`src/bst_pkg.sv`:
```
package bst_pkg;

  // instruction register layout and codes
  localparam int         IR_W        = 3;
  localparam logic [2:0] INS_EXTEST  = 3'h0;
  localparam logic [2:0] INS_IDCODE  = 3'h1;
  localparam logic [2:0] INS_SAMPLE  = 3'h2;
  localparam logic [2:0] INS_CLAMP   = 3'h3;
  localparam logic [2:0] INS_HIGHZ   = 3'h4;
  localparam logic [2:0] INS_BYPASS  = 3'h7;

  // register lengths
  localparam int ID_W  = 32;
  localparam int BSR_W = 32;

  // identification code field positions and widths
  localparam int ID_REV_LSB   = 28;
  localparam int ID_REV_W     = 4;
  localparam int ID_PART_LSB  = 12;
  localparam int ID_PART_W    = 16;
  localparam int ID_MAKER_LSB = 0;
  localparam int ID_MAKER_W   = 12;

  // reset values
  localparam logic BYP_RST = 1'h0;
  localparam logic TDO_RST = 1'h0;

  // synchroniser depth for pin inputs
  localparam int SYNC_STAGES = 3;

  typedef logic [IR_W-1:0] bst_instr_t;

  // tap controller state flags, levels in the core clock domain
  typedef struct packed {
    logic tlr;         // test-logic-reset
    logic capture_dr;  // capture-dr
    logic shift_dr;    // shift-dr
    logic update_dr;   // update-dr
  } bst_tap_s;

  // active test data register, one-hot
  typedef enum logic [2:0] {
    SEL_BYP = 3'h1,
    SEL_ID  = 3'h2,
    SEL_BSR = 3'h4
  } bst_sel_e;

endpackage

```
`src/bst_pin_sync.sv`:
```
`timescale 1ns/10ps
// three-stage pin synchroniser; output moves once stages two and three agree
module bst_pin_sync #(
  parameter int W = 1
) (
  // clock and reset
  input  wire logic         core_clk_i,
  input  wire logic         rstn_i,
  // asynchronous input and filtered level
  input  wire logic [W-1:0] d_i,
  output logic      [W-1:0] q_o
);

  initial
  begin
    if (W < 1) $error("bst_pin_sync: W must be at least one");
  end

  genvar gi;
  generate
    for (gi = 0; gi < W; gi++)
    begin : g_bit
      logic s1, s2, s3, q;              // stage flops and filtered level
      logic next_q;

      // level only follows once two stages agree, so a glitch is dropped
      always_comb
      begin
        next_q = (s2 == s3) ? s3 : q;
      end

      // s1 is read only by s2
      always_ff @(posedge core_clk_i or negedge rstn_i)
      begin
        if (!rstn_i)
        begin
          s1 <= 1'h0;
          s2 <= 1'h0;
          s3 <= 1'h0;
          q  <= 1'h0;
        end
        else
        begin
          s1 <= d_i[gi];
          s2 <= s1;
          s3 <= s2;
          q  <= next_q;
        end
      end

      assign q_o[gi] = q;
    end
  endgenerate

endmodule

```
`src/bst_tdr.sv`:
```
`timescale 1ns/10ps
module bst_tdr #(
  parameter logic [3:0]  ID_REV   = 4'h0,    // arbitrary value
  parameter logic [15:0] ID_PART  = 16'h0001, // arbitrary value
  parameter logic [11:0] ID_MAKER = 12'h001,  // arbitrary value
  parameter int          BSR_W    = bst_pkg::BSR_W
) (
  // clock and reset
  input  wire logic                   core_clk_i,
  input  wire logic                   rstn_i,
  // serial test pins
  input  wire logic                   test_serial_clock_i,
  input  wire logic                   test_serial_in_i,
  output logic                        test_serial_out_o,
  output logic                        test_serial_out_oe_o,
  // tap controller and current instruction
  input  wire bst_pkg::bst_tap_s      tap_i,
  input  wire bst_pkg::bst_instr_t    instr_i,
  // functional pins seen by the boundary cells
  input  wire logic [BSR_W-1:0]       pin_sample_i,
  input  wire logic [BSR_W-1:0]       func_out_i,
  input  wire logic [BSR_W-1:0]       func_oe_i,
  output logic      [BSR_W-1:0]       pin_out_o,
  output logic      [BSR_W-1:0]       pin_oe_o,
  // latched parallel outputs
  output logic [bst_pkg::ID_W-1:0]    id_par_o,
  output logic      [BSR_W-1:0]       bsr_par_o
);

  localparam int IDW = bst_pkg::ID_W;

  // lsb forced to one whatever the maker field holds
  localparam logic [IDW-1:0] ID_CODE = {ID_REV, ID_PART,
                                        ID_MAKER[11:1], 1'h1};

  initial
  begin
    if (BSR_W < 1) $error("bst_tdr: BSR_W must be at least one");
    if (IDW != bst_pkg::ID_REV_W + bst_pkg::ID_PART_W + bst_pkg::ID_MAKER_W)
      $error("bst_tdr: id fields do not fill the id register");
  end

  // filtered test clock and data level
  logic [1:0] pin_f;
  logic       tck_q;                    // previous filtered clock level
  logic       tck_rise, tck_fall;
  logic       tdi;

  bst_pin_sync #(.W(2)) u_sync (
    .core_clk_i (core_clk_i),
    .rstn_i     (rstn_i),
    .d_i        ({test_serial_clock_i, test_serial_in_i}),
    .q_o        (pin_f)
  );

  assign tdi      = pin_f[0];
  assign tck_rise = pin_f[1] & ~tck_q;
  assign tck_fall = ~pin_f[1] & tck_q;

  // register selection from instruction and tap state
  bst_pkg::bst_sel_e sel;
  logic              drive_bsr;          // extest or clamp
  logic              highz;

  always_comb
  begin
    case (instr_i)
      bst_pkg::INS_IDCODE: sel = bst_pkg::SEL_ID;
      bst_pkg::INS_EXTEST: sel = bst_pkg::SEL_BSR;
      bst_pkg::INS_SAMPLE: sel = bst_pkg::SEL_BSR;
      bst_pkg::INS_BYPASS: sel = bst_pkg::SEL_BYP;
      bst_pkg::INS_CLAMP:  sel = bst_pkg::SEL_BYP;
      bst_pkg::INS_HIGHZ:  sel = bst_pkg::SEL_BYP;
      default:             sel = bst_pkg::SEL_BYP; // unused codes bypass
    endcase
    if (tap_i.tlr) sel = bst_pkg::SEL_ID;
    drive_bsr = (instr_i == bst_pkg::INS_EXTEST) ||
                (instr_i == bst_pkg::INS_CLAMP);
    highz     = (instr_i == bst_pkg::INS_HIGHZ);
  end

  // shift and latch stages
  logic             byp, next_byp;
  logic [IDW-1:0]   id_sh, next_id_sh;
  logic [IDW-1:0]   next_id_par;
  logic [BSR_W-1:0] bsr_sh, next_bsr_sh;
  logic [BSR_W-1:0] next_bsr_par;
  logic             next_tdo, next_tdo_oe;
  logic [BSR_W-1:0] next_pin_out, next_pin_oe;

  // next values: capture and shift on test clock rise, latch on fall
  always_comb
  begin
    next_byp     = byp;
    next_id_sh   = id_sh;
    next_bsr_sh  = bsr_sh;
    next_id_par  = id_par_o;
    next_bsr_par = bsr_par_o;
    next_tdo     = test_serial_out_o;
    next_tdo_oe  = test_serial_out_oe_o;
    if (tck_rise && tap_i.capture_dr)
    begin
      case (sel)
        bst_pkg::SEL_ID:  next_id_sh  = ID_CODE;
        bst_pkg::SEL_BSR: next_bsr_sh = pin_sample_i;
        bst_pkg::SEL_BYP: next_byp    = 1'h0;
        default:          next_byp    = 1'h0;
      endcase
    end
    else if (tck_rise && tap_i.shift_dr)
    begin
      // lsb leaves first, new data enters at the top
      case (sel)
        bst_pkg::SEL_ID:  next_id_sh  = {tdi, id_sh[IDW-1:1]};
        bst_pkg::SEL_BSR: next_bsr_sh = {tdi, bsr_sh[BSR_W-1:1]};
        bst_pkg::SEL_BYP: next_byp    = tdi;
        default:          next_byp    = tdi;
      endcase
    end
    if (tck_fall)
    begin
      // output changes on the falling edge so the tester samples on rise
      next_tdo_oe = tap_i.shift_dr;
      case (sel)
        bst_pkg::SEL_ID:  next_tdo = id_sh[0];
        bst_pkg::SEL_BSR: next_tdo = bsr_sh[0];
        bst_pkg::SEL_BYP: next_tdo = byp;
        default:          next_tdo = byp;
      endcase
      if (tap_i.tlr)
        next_id_par = ID_CODE;
      else if (tap_i.update_dr && sel == bst_pkg::SEL_ID)
        next_id_par = id_sh;
      // clamp keeps the latch frozen since boundary is not selected
      if (tap_i.update_dr && sel == bst_pkg::SEL_BSR)
        next_bsr_par = bsr_sh;
    end
    // pin steering, registered so outputs come from flops
    if (highz)
    begin
      next_pin_out = func_out_i;
      next_pin_oe  = '0;
    end
    else if (drive_bsr)
    begin
      next_pin_out = bsr_par_o;
      next_pin_oe  = '1;
    end
    else
    begin
      next_pin_out = func_out_i;
      next_pin_oe  = func_oe_i;
    end
  end

  // register stage for all test data state
  always_ff @(posedge core_clk_i or negedge rstn_i)
  begin
    if (!rstn_i)
    begin
      tck_q                <= 1'h0;
      byp                  <= bst_pkg::BYP_RST;
      id_sh                <= '0;
      bsr_sh               <= '0;
      id_par_o             <= '0;
      bsr_par_o            <= '0;
      test_serial_out_o    <= bst_pkg::TDO_RST;
      test_serial_out_oe_o <= 1'h0;
      pin_out_o            <= '0;
      pin_oe_o             <= '0;
    end
    else
    begin
      tck_q                <= pin_f[1];
      byp                  <= next_byp;
      id_sh                <= next_id_sh;
      bsr_sh               <= next_bsr_sh;
      id_par_o             <= next_id_par;
      bsr_par_o            <= next_bsr_par;
      test_serial_out_o    <= next_tdo;
      test_serial_out_oe_o <= next_tdo_oe;
      pin_out_o            <= next_pin_out;
      pin_oe_o             <= next_pin_oe;
    end
  end
endmodule

```
`config.mk`:
```
export PLATFORM = sky130hd
export DESIGN_NAME = bst_tdr
export DESIGN_NICKNAME = d
export VERILOG_FILES = /design/src/bst_pkg.sv /design/src/bst_pin_sync.sv /design/src/bst_tdr.sv
export SDC_FILE = /design/constraint.sdc
export NUM_CORES = 1
export LEC_CHECK = 0
export BUFFER_PORTS_ARGS = -buffer_cell sky130_fd_sc_hd__buf_2
export CORE_ASPECT_RATIO = 1.1
export CORE_UTILIZATION = 40
export DETAILED_ROUTE_END_ITERATION = 8
export GPL_ROUTABILITY_DRIVEN = 0
export PLACE_DENSITY = 0.76
export SETUP_SLACK_MARGIN = 0.02
export SYNTH_ARGS = -nofsm -noshare
export SYNTH_HDL_FRONTEND = slang
export SYNTH_SLANG_ARGS = --single-unit
```
`constraint.sdc`:
```
create_clock -name core_clk_i -period 2.2 [get_ports core_clk_i]
set_clock_uncertainty 0.15 [all_clocks]
set_input_delay 0.44 -clock core_clk_i [delete_from_list [all_inputs] [get_ports core_clk_i]]
set_output_delay 0.44 -clock core_clk_i [all_outputs]
set_load 0.02 [all_outputs]
```
; ---- Word level (Yosys, flattened, before mapping)
; Index checks and enable logic that the tools add are counted.
[totals]
word_cells = 68
input_bits = 107
ff_bits = 204
output_inout_bits = 130
[op_classes]
mux = 21
bitwise = 4
n_eq_ne = 10
n_reduce_logical = 15
[ops]
columns = op, count
row1 = 32-bit two-way mux, 14
row2 = "3-bit by 2-bit equality test with 1-bit output, second input constant", 3
row3 = 2-bit AND reduction, 4
row4 = "3-bit equality test, second input constant", 2
row5 = 3-bit case mux with 2 select lines, 1
row6 = 1-bit logical AND, 4
row7 = 1-bit two-way mux, 4
row8 = "2-bit != test, second input constant", 2
row9 = 2-bit nonzero test, 2
row10 = 2-bit OR reduction, 2
row11 = "3-bit by 1-bit equality test with 1-bit output, second input constant", 1
row12 = 3-bit zero test, 1
row13 = 3-bit two-way mux, 1
row14 = 3-bit AND reduction, 1
row15 = 1-bit bitwise AND, 2
row16 = 1-bit equality test, 2
row17 = 1-bit inverter, 2
row18 = 1-bit case mux with 2 select lines, 1
row19 = 1-bit logical OR, 1

; ---- Logic depth before layout (Yosys ltp)
; Gate-level depths: netlist (run 1).
[logic_depth]
depth_word = 9
mapped_depth = 7
ltp_nobuf = 4

; ---- Modules after synthesis
; Synthesis (run 1) repeated with hierarchy kept, for this count alone.
[hier_totals]
hier_cells = 664
hier_area_um2 = 8142.8
[by_module_without_submodules]
columns = module, seq_area_each_um2, n_inst, cells_per_inst, area_per_inst_um2
row1 = bst_tdr, 4904.7, 1, 652, 7905.1
row2 = bst_pin_sync, 200.2, 1, 12, 237.7

; ---- Worst setup path after synthesis (run 1)
; OpenSTA, ideal clock, no wires.
[synth_path]
path_type = input to register
start = input port instr_i[0]
end = register pin_out_o[10]
t_required_ns = 1.922
path_stages = 5
t_arrival_ns = 1.538
slack_ns = 0.384
path_buffers = 2
path_cell_list = or2_1 -> buf_2 -> a21oi_4 -> buf_6 -> mux2_1
[synth_via]
elab_chain_len = 4
[synth_rtl]
columns = item, line_no
row1 = from (decl), bst_tdr.sv:18  ; input wire bst_pkg::bst_instr_t instr_i,
row2 = 3-bit by 2-bit equality test with 1-bit output / 3-bit zero test (equally long branches), "bst_tdr.sv:78, bst_tdr.sv:77"
row3 = 1-bit logical OR, bst_tdr.sv:77  ; drive_bsr = (instr_i == bst_pkg::INS_EXTEST) ||
row4 = 32-bit two-way mux, bst_tdr.sv:144  ; else if (drive_bsr)
row5 = 32-bit two-way mux (*), bst_tdr.sv:139  ; if (highz)
row6 = via next_pin_out[10], bst_tdr.sv:89  ; logic [BSR_W-1:0] next_pin_out, next_pin_oe;
row7 = to (signal assigned), bst_tdr.sv:182  ; pin_out_o <= next_pin_out;
row8 = to (decl), bst_tdr.sv:23  ; output logic [BSR_W-1:0] pin_out_o,
; Mark *: on every way through the listed nets, which the timed path passes. The rest lies on a longest branch.
; A chain may end at the register's enable or synchronous reset.

; ---- Worst setup path after layout (run 1)
[layout_path]
start = register u_sync.g_bit[1].q
end = register byp
[layout_via]
elab_chain_len = 4
[layout_rtl]
columns = item, line_no
row1 = from (decl), bst_pin_sync.sv:23  ; logic s1, s2, s3, q;
row2 = from (signal assigned), bst_pin_sync.sv:47  ; q <= next_q;
row3 = 1-bit bitwise AND (*), bst_tdr.sv:57  ; assign tck_rise = pin_f[1] & ~tck_q;
row4 = 1-bit logical AND (on tied branches), "bst_tdr.sv:110, bst_tdr.sv:101"
row5 = 2-bit != test (no source line) / 2-bit nonzero test (equally long branches), --
row6 = 3-bit AND reduction (no source line), --
row7 = to (signal assigned), bst_tdr.sv:162  ; byp <= bst_pkg::BYP_RST;
row8 = to (signal assigned), bst_tdr.sv:175  ; byp <= next_byp;
row9 = to (decl), bst_tdr.sv:83  ; logic byp, next_byp;
; Every way passes the cells marked *; elsewhere a longest branch is shown, timed or not.

==> metrics, run 1 <==
status finished clean; post-placement cell area 9650 um^2; fmax 533 MHz; Synth Area in Compound Gates 0.0981; # fillers 1,677; Post-Layout Cell Count 1,223; MaxCap Viol Count 0; grt total ovfl 0; post-synth cell types 30; area of the multi-input gates 2800 um^2; largest family of logic cells by synthesized area multiplexers; layout cells sized above 1 0.344; Clk Latency, worst-skew pair 0.50 ns; vias in the first global route 6,279; Vias 6,101; row count 54; YS warnings 0; Sw Pwr 3.45 mW; WP data required 2.42 ns; Placed Instances 1,126; Place WS 0.217 ns; CTS max path bufs 3; first drt pass iteration count 4; first-pass GRT wire length 31,000 um; routed len/inst 16.4 um; Post-Syn Nets 769; pin count of the biggest net entering global routing 65; Seq/Total Area, Yosys 0.628; mapped cell area 8130 um^2; Routed WL 20,100 um; area share of and/or/nand/nor cells after synthesis 0.0736; Tot Pwr 11.4 mW; antenna viol nets, final 0; Sequential Power Share 0.450; Final Worst Setup Slack 0.325 ns; grt peak-use layer met2; synthesized instance count 662; GR Util met2 0.333; Final Hold Viols 0; Core Util, Final 0.552; Die Y 151 um; final hold slack 0.0184 ns; mux contribution to synthesized area 0.168; Die Area 20,900 um^2; xor and xnor area share after synthesis 0; Combinational Power Share 0.220; via/cell ratio 4.99; total track usage 0.190; port bufs 236; Sw Share 0.304; area grow syn2layout 35.0%; Tightest Hold Check Type input port to flip-flop; Peak VDD IR 0.836 mV; clk sinks 204; Core Area 19,900 um^2; Final Cell Area 11,000 um^2; clock buffer count from CTS 22; DRT iter0 DRCs 285; Crit path arrival time 2.10 ns; met3 Track Usage GR 0.0452; I/O pin total 237; Final setup viols 0; register area 5100 um^2; CP Max Fanout 6; H-tree levels 1; setup TNS after final layout 0 ns; area share of the largest cell type after synthesis 0.628; max_slew headroom 0.626; initial antenna violation count 2; DIE WIDTH 138 um; Worst-Margin Slew 0.562 ns; GRT met1 Usage 0.231; Setup crit end kind flip-flop; Post-route DRC 0; Slew Viols, Final 0; RSZ-0062 raised after global routing false; Tmin final 1.88 ns; dominant cells by area after synthesis dfrtp_1, mux2i_1, mux2_2, nand2_1, mux2_1; dpl hpwl 12,500 um; critical path startpoint category flip-flop; CP Class flip-flop to flip-flop; final period utilization 0.852; fin nets 1,062; Yosys top cell by area dfrtp_1; PwrDens 1040 nW/um^2; Power Internal 7.92 mW; Avg Inst Size Synth 12.3 um^2; initial core utilization 0.409; Resize count post-CTS 0; static leakage 5.74 nW; CTS tree built; Root Buffer clkbuf_16; Adder-Cell Fraction of Synth Area 0.00246; clock-pin slew on the worst setup and hold paths 0.06 ns; Clock power frac 0.330; #FFs+latches synth 204
-- layer usage --
layer / vias up / part of all wire
met1: 3008 / 0.41
li1: 2858 / -
met2: 194 / 0.51
met5: - / 0.0013
met4: 4 / 0.018
met3: 37 / 0.064
-- power by group through the flow --
stage               combinational [mW]  sequential (mW)  clock (mW)
floorplan                        0.981             5.60           0
detailed placement                2.43             5.18           0
finish                            2.50             5.11        3.75
global placement                  2.35             5.15           0
global route                      2.75             5.22        4.01
CTS                               2.53             5.12        3.87
-- cells in the mapped netlist --
master / count
mux2i_1: 62
nor2b_1: 2
a21o_1: 33
o21ai_0: 58
a22oi_1: 1
a21oi_4: 1
or2_1: 1
o221ai_2: 1
maj3_1: 2
a21oi_1: 34
and2_1: 1
nor2_1: 39
buf_2: 19
nand3b_1: 1
and4bb_2: 2
o211ai_1: 1
o21ai_1: 4
nand2b_1: 1
o21a_1: 1
nor4bb_1: 1
buf_6: 6
nor3b_1: 1
dfrtp_1: 204
mux2_1: 28
nor3_1: 2
mux2_2: 38
clkbuf_1: 19
nand2_1: 96
buf_4: 1
a211oi_1: 2
-- cell usage in the layout, fill, tap and decap left out, drive strengths merged --
cell,synthesis,routed
bufinv,0,2
clkbuf,19,35
nand3b,1,1
nand2b,1,1
a21oi,35,35
nor3,2,2
o211ai,1,1
mux2i,62,62
and4bb,2,2
nor2,39,39
maj3,2,2
nor3b,1,1
or2,1,1
clkinv,0,3
dfrtp,204,204
and2,1,1
nor4bb,1,1
nand2,96,96
o221ai,1,1
nor2b,2,2
dlygate4sd3,0,57
buf,26,256
a211oi,2,2
a21o,33,33
o21a,1,1
diode,0,1
o21ai,62,62
mux2,66,66
a22oi,1,1
-- logic make-up after synthesis --
| group | after synthesis |
|---|---|
| multiplexers | 128 |
| AND/OR/NAND/NOR | 147 |
| adder cells (fa/ha/maj) | 2 |
| flip-flops | 204 |
| buffers and inverters | 45 |
| AO/OA/AOI/OAI | 136 |
-- final timing paths --
| path | endpoint | startpoint | slack, ns | depth (start not counted) |
|---|---|---|---|---|
| min in group asynchronous | id_par_o[18] | rstn_i | 0.33 | 2 |
| max in group asynchronous | id_sh[3] | rstn_i | 0.92 | 3 |
| worst max register to register | byp | u_sync.g_bit[1].q | 0.32 | 4 |
| worst max-delay path | byp | u_sync.g_bit[1].q | 0.32 | 4 |
| worst min register to register | u_sync.g_bit[1].s2 | u_sync.g_bit[1].s1 | 0.20 | 0 |
| worst min-delay path | pin_out_o[26] | func_out_i[26] | 0.02 | 2 |
-- registers in the layout, summed over array words and instances, names as in the netlist --
register,count
bsr_par_o,32
bsr_sh,32
id_par_o,32
id_sh,32
pin_oe_o,32
pin_out_o,32
u_sync.g_bit.q,2
u_sync.g_bit.s1,2
u_sync.g_bit.s2,2
u_sync.g_bit.s3,2
byp,1
tck_q,1
test_serial_out_o,1
test_serial_out_oe_o,1
-- what timing repair did --
action | in CTS | in global routing
buffers inserted | 0 | 0
hold buffers | 57 | 0
hold endpoints to repair | 109 | 0
-- cell type report --
cell class                      count  share of cell area
Clock inverter                      5             0.00685
Sequential cell                   204               0.466
Tap cell                          252              0.0288
Clock buffer                       34              0.0608
Antenna cell                        1            0.000228
Timing Repair Buffer              314               0.183
Multi-Input combinational cell    413               0.255
-- critical path, stage by stage (launching register included) --
cell	delay [ns]
dfrtp_1	0.45
nor2b_1	0.26
buf_4	0.19
nor4bb_1	0.32
mux2_2	0.38
Note: power is estimated with default switching activity, not from simulation.
==> run 2, diff against run 1 <==
- SYNTH_HIERARCHICAL: unset -> 1
==> run 2 against run 1 <==
Design area decreased by 0.88%. Critical path depth increased by 1. Power decreased by 2.5%. Combinational power about the same. Critical endpoint is now bsr_sh[22]. Cell count decreased by 0.57%. Clock power decreased by 6.9%. Highest routed layer is now met4. Register-to-register slack got worse by 0.03 ns. Critical path type unchanged. Sequential share of layout area increased by 0.41 points. Setup slack got worse by 0.027 ns.
==> metrics, run 2 <==
#FFs+latches synth 204 (unchanged); PwrDens 1020 nW/um^2 (-1.6%); Post-synth EDFFs 0 (unchanged); initial antenna violation count 1 (-1); Root Buffer clkbuf_16; clk sinks 204 (unchanged); Worst path slowest cell dfrtp_1; YS warnings 6 (+6); commonest non-fill, non-tap cells in the layout buf_2, dfrtp_1, nand2_1; setup TNS after final layout 0 ns (unchanged); Slew Viols, Final 0 (unchanged); fin nets 1,062 (unchanged); CP Class flip-flop to flip-flop; Setup crit end kind flip-flop; CP Max Fanout 36 (+30); post-synth cell types 30 (unchanged); static leakage 5.70 nW (-0.69%); routed len/inst 16.5 um (+0.66%); CTS max path bufs 3 (unchanged); dpl hpwl 12,900 um (+3.0%); first-pass GRT wire length 32,000 um (+3.1%); Die Area 20,900 um^2 (+0.21%); Post-synth top flop dfrtp_1; RSZ-0062 raised after global routing false; status finished clean; Clk Latency, worst-skew pair 0.50 ns (about the same); Placed Instances 1,125 (-0.089%); area share of the largest cell type after synthesis 0.627 (-0.00135); final period utilization 0.865 (+0.0123); Place WS 0.228 ns (+0.0111 ns); Post-Syn Nets 771 (+0.26%); Critical Path Max Stage Delay 0.44 ns (about the same); Core Util, Final 0.547 (-0.00485); CTS tree built; Top Family by Delay on Critical Path flip-flops; Die Y 152 um (+0.11%); Final Worst Setup Slack 0.298 ns (-0.0271 ns); first drt pass iteration count 6 (+2); DRT iter0 DRCs 180 (-37%); Peak VDD IR 0.760 mV (-9.2%); antenna viol nets, final 0 (unchanged); ordered list of cells on the worst path nor2b_1 -> nand2_4 -> buf_4 -> mux2i_1 -> a21oi_1; row count 54 (unchanged); Worst-Margin Slew 0.438 ns (-0.124 ns); clock-pin slew on the worst setup and hold paths 0.06 ns (about the same); Post-Layout Cell Count 1,216 (-0.57%); initial core utilization 0.410 (+0.000882); grt total ovfl 0 (unchanged); pin count of the biggest net entering global routing 65 (unchanged); Post-CTS Setup Repair Bufs 0 (unchanged); Avg Inst Size Synth 12.3 um^2 (about the same); clock buffer count from CTS 22 (unchanged); crit path buf inv count 1 (unchanged); Synth top cells by count dfrtp_1, nand2_1, mux2i_1; Routed WL 20,100 um (about the same); Post-route DRC 0 (unchanged); DIE WIDTH 138 um (+0.11%); synthesized instance count 664 (+0.30%); layout cells sized above 1 0.343 (-0.00165); Core Area 19,900 um^2 (unchanged); total track usage 0.188 (-0.00191); via/cell ratio 4.95 (-0.81%); mapped cell area 8140 um^2 (+0.22%); WP data required 2.41 ns (about the same); I/O pin total 237 (unchanged); Async SR Flop Fraction 1.00 (unchanged); Tightest Hold Check Type input port to flip-flop; dominant cells by area after synthesis dfrtp_1, mux2i_1, mux2_2, nand2_1, mux2_1; H-tree levels 1 (unchanged); Final Hold Viols 0 (unchanged); Yosys top cell by area dfrtp_1; max_slew headroom 0.707 (+0.0818); Crit path arrival time 2.12 ns (+0.02 ns); vias in the first global route 6,151 (-2.0%); top-count cell post-synth dfrtp_1; fmax 526 MHz (-1.4%); Tot Pwr 11.1 mW (-2.5%); area grow syn2layout 33.5%; leading cell type in the layout, fill and taps excluded buf_2; Tmin final 1.90 ns (+0.0271 ns); Vias 6,017 (-1.4%); Seq/Total Area, Yosys 0.627 (-0.00135); post-placement cell area 9620 um^2 (-0.29%); MaxCap Viol Count 0 (unchanged); Final setup viols 0 (unchanged); Final Cell Area 10,900 um^2 (-0.88%); critical path startpoint category flip-flop; port bufs 236 (unchanged); final hold slack 0.0255 ns (+0.00708 ns)
==> run 2: cell count changes after synthesis, sizes merged <==
cell  before  now
buf       26   28
==> run 2: layer usage <==
layer  track usage  up-vias  wire, um
met4        0.0560        0       408
met2         0.316      169      9950
li1              -     2853         -
met1         0.243     2955      8470
met3        0.0449       40      1300
met5             0        -         0
==> run 2: repair_timing <==
item                       CTS  global route
hold buffers                58             0
hold endpoints to repair    99             0
gates resized for setup      0             0
setup endpoints to repair    0             0
==> run 2: final cells by class <==
cell class / instances / area, um^2
clock inverters: 4 / 48.8
fillers: 1662 / 8990
clock buffers: 28 / 614
multi-input cells: 413 / 2800
diodes: 1 / 2.50
repair buffers: 314 / 1980
flip-flops and latches: 204 / 5100
well taps: 252 / 315
==> run 2: worst paths after layout <==
path | from | to | slack [ns] | cells after the start
worst max register to register | u_sync/g_bit[1].q | bsr_sh[22] | 0.30 | 5
worst max-delay path | u_sync/g_bit[1].q | bsr_sh[22] | 0.30 | 5
max in group asynchronous | rstn_i | u_sync/g_bit[0].s1 | 0.91 | 3
worst min-delay path | func_out_i[17] | pin_out_o[17] | 0.03 | 2
worst min register to register | u_sync/g_bit[1].s1 | u_sync/g_bit[1].s2 | 0.18 | 0
min in group asynchronous | rstn_i | id_par_o[20] | 0.31 | 2
==> run 2: power by group <==
part	internal, mW	leakage [nW]	switching [mW]
Clock	2.06	0.328	1.43
Sequential	4.54	2.48	0.569
Combinational	1.06	2.90	1.43
Total	7.66	5.70	3.42
==> run 2: cell families (layout without fill, tap and decap cells) <==
| group | count (synthesis) | in the layout | synth area share |
|---|---|---|---|
| DFF | 204 | 204 | 0.627 |
| and+or+nand+nor | 147 | 147 | 0.0735 |
| AOI/OAI and AO/OA | 136 | 136 | 0.0979 |
| muxes | 128 | 128 | 0.167 |
| buffers and inverters | 47 | 346 | 0.0315 |
| adders and majority gates | 2 | 2 | 0.00277 |
| other | 0 | 1 | 0 |
==> run 2: worst register-to-register path: cells and delay by family, from the launching register on <==
kind / cells / cell delay [ns]
mux: 1 / 0.27
flops: 1 / 0.44
buf+inv: 1 / 0.43
compound gates: 1 / 0.08
simple gates: 2 / 0.40
==> run 3, diff against run 2 <==
- clock period: 2.2 -> 2.1 ns (I/O delays scaled with it)
==> run 3 against run 2 <==
Critical path depth stayed put. Largest power group unchanged. First-iteration DRC count increased by 62%. Die area unchanged. Worst hold slack worse by 0.0095 ns. Power rose by 6.3%. Global-route usage down 0.54 points. Sequential share of layout area fell by 0.65 points. Maximum frequency increased by 3.3%. Sequential power grew 4.7%. Routed wire length decreased by 2.0%. Flip-flop and latch count unchanged.
==> metrics, run 3 (synthesis results as in run 2) <==
WP data required 2.36 ns (-0.05 ns); CTS max path bufs 3 (unchanged); hold-critical path depth 2 (unchanged); Routed WL 19,700 um (-2.0%); FF-to-FF setup slack 0.26 ns (-0.04 ns); Die Area 20,900 um^2 (unchanged); Post-route DRC 0 (unchanged); Place WS 0.154 ns (-0.0739 ns); area of the multi-input gates 2800 um^2 (unchanged); Peak VDD IR 0.731 mV (-3.8%); fmax 543 MHz (+3.3%); Placed Instances 1,124 (-0.089%); total track usage 0.183 (-0.00544); RR Startpoint u_sync/g_bit[1].q; Slew Viols, Final 0 (unchanged); layout cells sized above 1 0.341 (-0.00182); I/O pin total 237 (unchanged); static leakage 5.76 nW (+1.0%); setup TNS after final layout 0 ns (unchanged); grt total ovfl 0 (unchanged); initial core utilization 0.410 (unchanged); fin nets 1,068 (+0.56%); Clk Latency, worst-skew pair 0.49 ns (about the same); PwrDens 1070 nW/um^2 (+4.8%); Crit path arrival time 2.10 ns (-0.02 ns); pin count of the biggest net entering global routing 65 (unchanged); Worst-Margin Slew 0.439 ns (+0.00131 ns); Final Worst Setup Slack 0.259 ns (-0.0389 ns); register area 5100 um^2 (unchanged); worst r2r path cells 5 (unchanged); # fillers 1,651 (-0.66%); Tightest Hold Check Type input port to flip-flop; Root Buffer clkbuf_16; Vias 6,010 (-0.12%); r2r endpoint bsr_sh[8]; CTS tree built; CP Class flip-flop to flip-flop; clk sinks 204 (unchanged); Hold Crit Start func_out_i[2]; dpl hpwl 12,500 um (-3.1%); Resize count post-CTS 0 (unchanged); first drt pass iteration count 4 (-2); clock buffer count from CTS 22 (unchanged); row count 54 (unchanged); via/cell ratio 4.90 (-1.0%); Tot Pwr 11.8 mW (+6.3%); vias in the first global route 6,084 (-1.1%); final hold slack 0.0160 ns (-0.00955 ns); Core Area 19,900 um^2 (unchanged); RSZ-0062 raised after global routing false; initial antenna violation count 1 (unchanged); status finished clean; CP Max Fanout 64 (+78%); Post-Layout Cell Count 1,227 (+0.90%); antenna viol nets, final 0 (unchanged); final period utilization 0.877 (+0.0121); critical path startpoint category flip-flop; MaxCap Viol Count 0 (unchanged); H-tree levels 1 (unchanged); max_slew headroom 0.707 (about the same); DRT iter0 DRCs 291 (+62%); clock-pin slew on the worst setup and hold paths 0.06 ns (about the same); DIE WIDTH 138 um (unchanged); routed len/inst 16.1 um (-2.9%); Die Y 152 um (unchanged); Setup crit end kind flip-flop; hold-critical path endpoint pin_out_o[2]; leading cell type in the layout, fill and taps excluded buf_2; first-pass GRT wire length 31,100 um (-2.9%); Final setup viols 0 (unchanged); area grow syn2layout 35.3%; Final Hold Viols 0 (unchanged); port bufs 236 (unchanged); Tmin final 1.84 ns (-0.0611 ns); commonest non-fill, non-tap cells in the layout buf_2, dfrtp_1, nand2_1
## run 3: final cells by class
type,count,share of cell area
clock buffer,33,0.0602
clock inverter,4,0.00465
multi-input combinational,413,0.254
sequential,204,0.463
tap,252,0.0286
timing repair buffer,320,0.189
antenna,1,0.000227
## run 3: through the flow
step | util | area (um^2)
floorplan | - | 8140
global placement | 0.486 | 9650
detailed placement | 0.486 | 9650
CTS | 0.555 | 11000
global route | 0.555 | 11000
finish | 0.555 | 11000
## run 3: repair_timing
action | in CTS | in global routing
setup buffers | 0 | 0
hold buffers | 65 | 0
hold endpoints to repair | 109 | 0
## run 3: critical path, cell delays in order (launching register included)
cell	delay, ns
dfrtp_1	0.45
nor2b_1	0.35
and4bb_2	0.33
buf_12	0.25
nor2_1	0.06
a21oi_1	0.15
## run 3: how the worst max path moves through the flow
stage | to | start
2_1_floorplan | pin_out_o[10] | instr_i[0]
3_3_place_gp | pin_out_o[1] | instr_i[0]
3_5_place_dp | pin_out_o[2] | instr_i[0]
4_1_cts | bsr_sh[8] | u_sync/g_bit[1].q
5_1_grt | bsr_sh[19] | u_sync/g_bit[1].q
6_report | bsr_sh[8] | u_sync/g_bit[1].q
## run 3: layer usage
| layer | wire, um | track usage | share of wire |
|---|---|---|---|
| met5 | 0 | 0 | 0 |
| met4 | 413 | 0.0599 | 0.021 |
| met3 | 1220 | 0.0449 | 0.062 |
| met2 | 9560 | 0.302 | 0.49 |
| met1 | 8520 | 0.237 | 0.43 |
## run 3: report_power, final
part,internal (mW),switching [mW]
sequential,4.75,0.593
combinational,1.13,1.50
clock,2.30,1.51
